## src/lnr_pkg.sv

```systemverilog
// package for the link negative-acknowledge error reporter
// assumes a single 200 MHz clock domain and ascii framing bytes
package lnr_pkg;
    localparam int CLK_MHZ = 200;
    // indicator hold after each byte, in microseconds
    localparam int LED_HOLD_US = 20;
    localparam int LED_HOLD_CYC = LED_HOLD_US * CLK_MHZ;
    localparam logic [7:0] ERR_SUM_CHECK = 8'h02;
    localparam logic [7:0] ERR_PROTOCOL = 8'h03;
    localparam logic [7:0] CHAR_NAK = 8'h15;
    localparam int ERR_COUNT = 8;
    localparam int NAK_LEN = 7;
    typedef enum logic [2:0] {
        ST_IDLE = 3'b001,
        ST_SEND = 3'b010,
        ST_DONE = 3'b100
    } lnr_state_t;
endpackage

```

## src/lnr_nak_reporter.sv

```systemverilog
// negative-acknowledge generator and link activity indicators
// assumes framing/parsing logic on mclk supplies check results at message end
// Notes on behaviour
// - receive indicator flashes while bytes arrive, regardless of sending
// - send indicator flashes while bytes go out; both dark when idle
// - error code goes out as two ascii hex digits, 02H through 0FH
// - several errors at once: only the lowest code is reported
// - any error taken while no reply is under way resets the whole transfer sequence, dropping the message
// - computed sum differs from received sum: code 02H
// - wrong or partly wrong control procedure: code 03H
// - command absent from configured procedure: code 03H
module lnr_nak_reporter
    import lnr_pkg::*;
#(
    parameter int LED_HOLD = lnr_pkg::LED_HOLD_CYC
) (
    input  wire logic                    mclk,
    input  wire logic                    srst,
    input  wire logic                    rxByteStb,
    input  wire logic                    msgEnd,
    input  wire logic [7:0]              sumCalc,
    input  wire logic [7:0]              sumRecv,
    input  wire logic                    procMismatch,
    input  wire logic                    cmdUnknown,
    input  wire logic [lnr_pkg::ERR_COUNT-1:0] extraErr,
    input  wire logic [7:0]              stationNum,
    input  wire logic [7:0]              controllerNum,
    output logic [7:0]                   txData,
    output logic                         txValid,
    input  wire logic                    txReady,
    output logic                         seqReset,
    output logic [7:0]                   nakCode,
    output logic                         rxLed,
    output logic                         sendActivityIndicator
);
    import lnr_pkg::*;

    // error vector: bit n means code n; extra inputs give codes 8 and up
    wire [15:0] errVec;
    wire        sumErr   = sumCalc != sumRecv;
    wire        protoErr = procMismatch | cmdUnknown;
    assign errVec = {extraErr, 4'h0, protoErr, sumErr, 2'h0};

    // lowest set bit wins
    logic [7:0] lowCode;
    always_comb begin
        lowCode = 8'h00;
        for (int i = 15; i >= 0; i--) begin
            if (errVec[i]) begin
                lowCode = 8'(i);
            end
        end
    end
    wire anyErr = msgEnd && (errVec != 16'h0000);

    function automatic logic [7:0] hexAscii(input logic [3:0] n);
        hexAscii = (n < 4'hA) ? 8'h30 + {4'h0, n} : 8'h37 + {4'h0, n};
    endfunction

    lnr_state_t  state_q;
    lnr_state_t  state_d;
    logic [2:0]  idx_q;
    logic [7:0]  code_q;
    logic [7:0]  stn_q;
    logic [7:0]  ctl_q;

    // ascii digits of the captured reply fields
    wire [7:0] stnHiChar  = hexAscii(stn_q[7:4]);
    wire [7:0] stnLoChar  = hexAscii(stn_q[3:0]);
    wire [7:0] ctlHiChar  = hexAscii(ctl_q[7:4]);
    wire [7:0] ctlLoChar  = hexAscii(ctl_q[3:0]);
    wire [7:0] codeHiChar = hexAscii(code_q[7:4]);
    wire [7:0] codeLoChar = hexAscii(code_q[3:0]);

    // reply: nak, station(2), controller(2), code(2)
    logic [7:0] byteSel;
    always_comb begin
        case (idx_q)
            3'd0: begin
                byteSel = CHAR_NAK;
            end
            3'd1: begin
                byteSel = stnHiChar;
            end
            3'd2: begin
                byteSel = stnLoChar;
            end
            3'd3: begin
                byteSel = ctlHiChar;
            end
            3'd4: begin
                byteSel = ctlLoChar;
            end
            3'd5: begin
                byteSel = codeHiChar;
            end
            default: begin
                byteSel = codeLoChar;
            end
        endcase
    end

    wire       txFire    = txValid && txReady;
    wire       lastByte  = idx_q == 3'(NAK_LEN - 1);
    // errors are only taken while no reply is under way
    wire       acceptErr = anyErr && (state_q == ST_IDLE);
    wire [2:0] idxNext   = idx_q + 3'd1;

    always_comb begin
        case (state_q)
            ST_IDLE: state_d = anyErr ? ST_SEND : ST_IDLE;
            ST_SEND: state_d = (txFire && lastByte) ? ST_DONE : ST_SEND;
            ST_DONE: state_d = ST_IDLE;
            default: state_d = ST_IDLE;
        endcase
    end

    assign txValid = state_q == ST_SEND;
    assign txData  = byteSel;

    always_ff @(posedge mclk) begin
        if (srst) begin
            state_q <= ST_IDLE;
        end else begin
            state_q <= state_d;
        end
    end

    // one-cycle pulse drops the message in progress upstream
    always_ff @(posedge mclk) begin
        if (srst) begin
            seqReset <= 1'b0;
        end else begin
            seqReset <= acceptErr;
        end
    end

    always_ff @(posedge mclk) begin
        if (srst) begin
            code_q <= 8'h00;
        end else if (acceptErr) begin
            code_q <= lowCode;
        end
    end

    // last reported code stays until the next accepted error
    always_ff @(posedge mclk) begin
        if (srst) begin
            nakCode <= 8'h00;
        end else if (acceptErr) begin
            nakCode <= lowCode;
        end
    end

    always_ff @(posedge mclk) begin
        if (srst) begin
            stn_q <= 8'h00;
        end else if (acceptErr) begin
            stn_q <= stationNum;
        end
    end

    always_ff @(posedge mclk) begin
        if (srst) begin
            ctl_q <= 8'h00;
        end else if (acceptErr) begin
            ctl_q <= controllerNum;
        end
    end

    // byte position; restarts at every accepted error
    always_ff @(posedge mclk) begin
        if (srst) begin
            idx_q <= 3'd0;
        end else if (acceptErr) begin
            idx_q <= 3'd0;
        end else if (txFire) begin
            idx_q <= idxNext;
        end
    end

    lnr_activity_led #(.HOLD(LED_HOLD)) uRxLed (
        .mclk   (mclk),
        .srst   (srst),
        .strobe (rxByteStb),
        .led    (rxLed)
    );
    lnr_activity_led #(.HOLD(LED_HOLD)) uTxLed (
        .mclk   (mclk),
        .srst   (srst),
        .strobe (txFire),
        .led    (sendActivityIndicator)
    );
endmodule

```

## src/lnr_activity_led.sv

```systemverilog
// stretches byte strobes into a visible flashing indicator
// assumes strobe is already synchronous to mclk
module lnr_activity_led #(
    parameter int HOLD = lnr_pkg::LED_HOLD_CYC
) (
    input  wire logic mclk,
    input  wire logic srst,
    input  wire logic strobe,
    output logic      led
);
    localparam int CW = $clog2(HOLD + 1);
    logic [CW-1:0] cnt_q;
    logic [CW-1:0] cnt_d;
    assign cnt_d = strobe ? CW'(HOLD) : (cnt_q != '0 ? cnt_q - 1'b1 : cnt_q);
    always_ff @(posedge mclk) begin
        if (srst) begin
            cnt_q <= '0;
            led   <= 1'b0;
        end else begin
            cnt_q <= cnt_d;
            led   <= cnt_d != '0;
        end
    end
endmodule

```

## config.mk

```make
export PLATFORM = sky130hd
export DESIGN_NAME = lnr_nak_reporter
export DESIGN_NICKNAME = d
export VERILOG_FILES = /design/src/lnr_pkg.sv /design/src/lnr_nak_reporter.sv /design/src/lnr_activity_led.sv
export SDC_FILE = /design/constraint.sdc
export NUM_CORES = 1
export LEC_CHECK = 0
export ABC_AREA = 1
export BUFFER_PORTS_ARGS = -buffer_cell sky130_fd_sc_hd__buf_2
export CORE_UTILIZATION = 56
export CTS_CLUSTER_SIZE = 8
export DETAILED_ROUTE_END_ITERATION = 8
export GPL_ROUTABILITY_DRIVEN = 0
export PLACE_DENSITY = 0.8
export SETUP_SLACK_MARGIN = 0.1
export SLEW_MARGIN = 0
export SYNTH_ARGS = -nofsm -noshare
export SYNTH_HDL_FRONTEND = slang
export SYNTH_SLANG_ARGS = --single-unit
```

## constraint.sdc

```tcl
create_clock -name mclk -period 2 [get_ports mclk]
set_clock_uncertainty 0.15 [all_clocks]
set_input_delay 0.1 -clock mclk [delete_from_list [all_inputs] [get_ports mclk]]
set_output_delay 0.1 -clock mclk [all_outputs]
set_load 0.01 [all_outputs]
```

==> impl_metrics.csv <==
group,metric,value,unit
status,status,"finished, violations left",
status,violations,"negative setup slack",
hold_path,hp-class,"in -> reg",
die,fp.dieH,81.9,um
setup_path,worst_setup_path_end_kind,"output port",
route,dr_wl_met2,4.69,mm
route,drt_iter0_drc,206,
layout,area_growth,26.5,%
place,place_area,3910,um^2
setup_path,reg2reg_depth,10,
sta,rsz0062_at_grt,"yes",
synthesis,netlist_area,3570,um^2
power,power_leakage,2.15,nW
route,m1WireLength,3.88,mm
place,dp_hpwl,6.35,mm
synthesis,yosysUniqueCellTypes,40,
die,dieArea,6700,um^2
route,dr.pass1.iters,5,
route,wl_met3,486,um
cts,clkTransAtPathRegs,100,ps
sta,finalCritPeriodShare,101,%
synthesis,synthArstFlopShare,0,%
setup_path,r2r-end,"uRxLed.led",
die,initial_core_util,59.3,%
flow_run,maxCapViolations,0,
setup_path,worstSetupStartpointType,"flop",
layout,diodes,0,
power,power_density,866,nW/um^2
route,drc,0,
synthesis,yosysSeqAreaShare,29.7,%
setup_path,cp_slowest_cell,"dfxtp_4",
cts,cts_sinks,53,
route,top_layer,"met4",
setup_path,required,1750,ps
setup_path,critPathMaxFanout,4,
synthesis,netlist_instances,558,
route,post_drt_wl_per_cell,12.8,um
setup_path,crit_top_cell,"nand2_1",
sta,setup_ws,-26.4,ps
die,row_count,28,
route,num_vias,3935,
grt,antenna_found_initial,0,
power,vdd_drop_max,775,uV
sta,setup_viol,1,
sta,hold_viol,0,
hold_path,whs_path_depth,4,
route,drt-total-wl,9.25,mm
layout,drive_gt1_share,25.9,%
cts,cts-root-to-sink-buffers,2,
synthesis,synth_top_cell_by_area,"dfxtp_1",
layout,stdcell_area,4520,um^2
synthesis,ys_ff_latch,53,
route,ant_nets,0,
synthesis,synth_edf_count,0,
grt,grt_overflow_total,0,
synthesis,ys_warn_count,0,
grt,grt_usage,27.9,%
grt,grt_max_degree,28,
setup_path,critPathMaxStageDelay,400,ps
setup_path,criticalPathCategory,"reg -> out",
grt,grt_pass1_vias,3599,
setup_path,reg2reg_slack,230,ps
route,viasPerCell,5.46,
hold_path,hp-start,"srst",
setup_path,rr_startpoint,"uRxLed.cnt_q[4]",
layout,nets,706,
sta,max_freq,493,MHz
cts,cts_tree,"yes",
cts,h-tree-depth,2,
cts,cts_buffers,5,
synthesis,ys.flop_type,"dfxtp_1",
grt,grt_pass1_wl,14.8,mm
power,power.total,3.92,mW
setup_path,cp_cell_sequence,"inv_2 > ha_2 > nand2_1 > inv_1 > nor2_1 > o2111ai_1 > a21oi_1 > nand2_1 > buf_2",
synthesis,yosys.area.top_type_share,29.7,%
hold_path,hold_end,"state_q[1]",
setup_path,crit_arrival,1780,ps
synthesis,synth_area_per_cell,6.40,um^2
synthesis,synthTopCellsByArea,"dfxtp_1 30%, nand2_1 15%, nand3_1 9.7%",
cts,clk_latency,310,ps
die,coreArea,6030,um^2
die,die_w,81.9,um
die,num_io_pins,67,
cts,clock-root-buffer,"clkbuf_8",
place,io_buffers,61,
sta,drv_slew,0,
sta,min_period,2030,ps
==> layer usage <==
metal	global-route usage (%)	up-vias
li1	-	1952
met1	31.8	1820
met2	51.3	140
met3	4.44	23
met4	11.1	0
met5	0	-
==> power breakdown <==
group / total, mW / switching, mW / internal [mW]
logic: 1.77 / 1.11 / 0.656
clock network: 0.769 / 0.360 / 0.409
registers: 1.38 / 0.167 / 1.21
total: 3.92 / 1.64 / 2.28
==> flip-flops by register name, indices dropped and copies added (netlist names) <==
name / cells
idx_q: 3
seqReset: 1
uTxLed.cnt_q: 12
state_q: 3
ctl_q: 8
uRxLed.led: 1
nakCode: 4
uTxLed.led: 1
uRxLed.cnt_q: 12
stn_q: 8
==> stage by stage <==
step	hold slack [ps]	std cells	setup TNS (ps)	util (%)	setup slack (ps)
final	21.9	721	-26.4	75.0	-26.4
after detailed placement	140	688	0	65.0	109
after global placement	140	688	0	65.0	177
after global routing	60.6	721	-272	75.0	-63.9
after floorplan	27.9	562	0	-	204
after CTS	13.7	719	0	73.0	14.5
==> how the worst max path moves through the flow <==
stage	startpoint	end	slack, ps	depth (start not counted)
3_3_place_gp	idx_q[0]	txData[6]	180	6
2_1_floorplan	idx_q[0]	txData[6]	200	5
4_1_cts	idx_q[0]	txData[4]	10	9
6_report	idx_q[1]	txData[4]	-30	9
3_5_place_dp	idx_q[0]	txData[6]	110	6
5_1_grt	idx_q[1]	txData[4]	-60	9
==> logic make-up (layout without fill, tap and decap cells) <==
| group | Yosys count | after routing | share of synthesized area, % |
|---|---|---|---|
| simple gates | 324 | 324 | 40.0 |
| xor+xnor | 16 | 16 | 3.92 |
| other cells | 1 | 5 | 0.105 |
| flops | 53 | 53 | 29.7 |
| buf+inv | 85 | 169 | 10.6 |
| fa+ha+maj | 14 | 14 | 4.90 |
| compound gates | 65 | 65 | 10.8 |
==> cell type report <==
type	count	area, um^2
clock buffer	7	86.3
clock inverter	1	30.0
fill	464	1510
inverter	69	264
multi-input combinational	424	2370
sequential	53	1090
tap	75	93.8
timing repair buffer	92	583
==> worst max-delay path, delay by kind of cell (launching register included) <==
family,cells,cell delay [ps]
compound gates,2,350
flops,1,400
simple gates,3,280
fa+ha+maj,1,190
buf+inv,3,250
==> cells in the final DEF (no fill, tap or decap), drive strengths merged <==
cell / count
a211oi: 2
a21oi: 28
a31oi: 2
buf: 74
bufinv: 1
clkbuf: 7
conb: 5
dfxtp: 53
dlygate4sd3: 18
ha: 14
inv: 69
nand2: 147
nand3: 71
nand4: 6
nor2: 91
nor3: 6
nor3b: 2
o2111ai: 1
o211ai: 4
o21a: 1
o21ai: 21
o21bai: 1
o22ai: 2
o311ai: 2
o31ai: 1
or2: 1
xnor2: 2
xor2: 14
==> repair_timing <==
item                                    in CTS  in global routing
resized for setup                           52                 32
cloned                                       0                  0
endpoints found under the setup margin       7                 10
setup buffers                                5                  2
pin swaps                                   12                  6
hold buffers                                18                  0
endpoints found under the hold margin       19                  0
==> synthesized netlist by cell type, types with 4 or more instances <==
master,number
nand2_1,141
nor2_1,79
nand3_1,69
inv_1,67
dfxtp_1,53
a21oi_1,23
o21ai_0,17
ha_1,14
xor2_1,14
nor2_2,10
buf_4,6
nand4_1,6
a21oi_2,5
nor3_1,5
clkbuf_1,4
nand2_2,4
o211ai_1,4
Power figures use the tool's default switching activity.
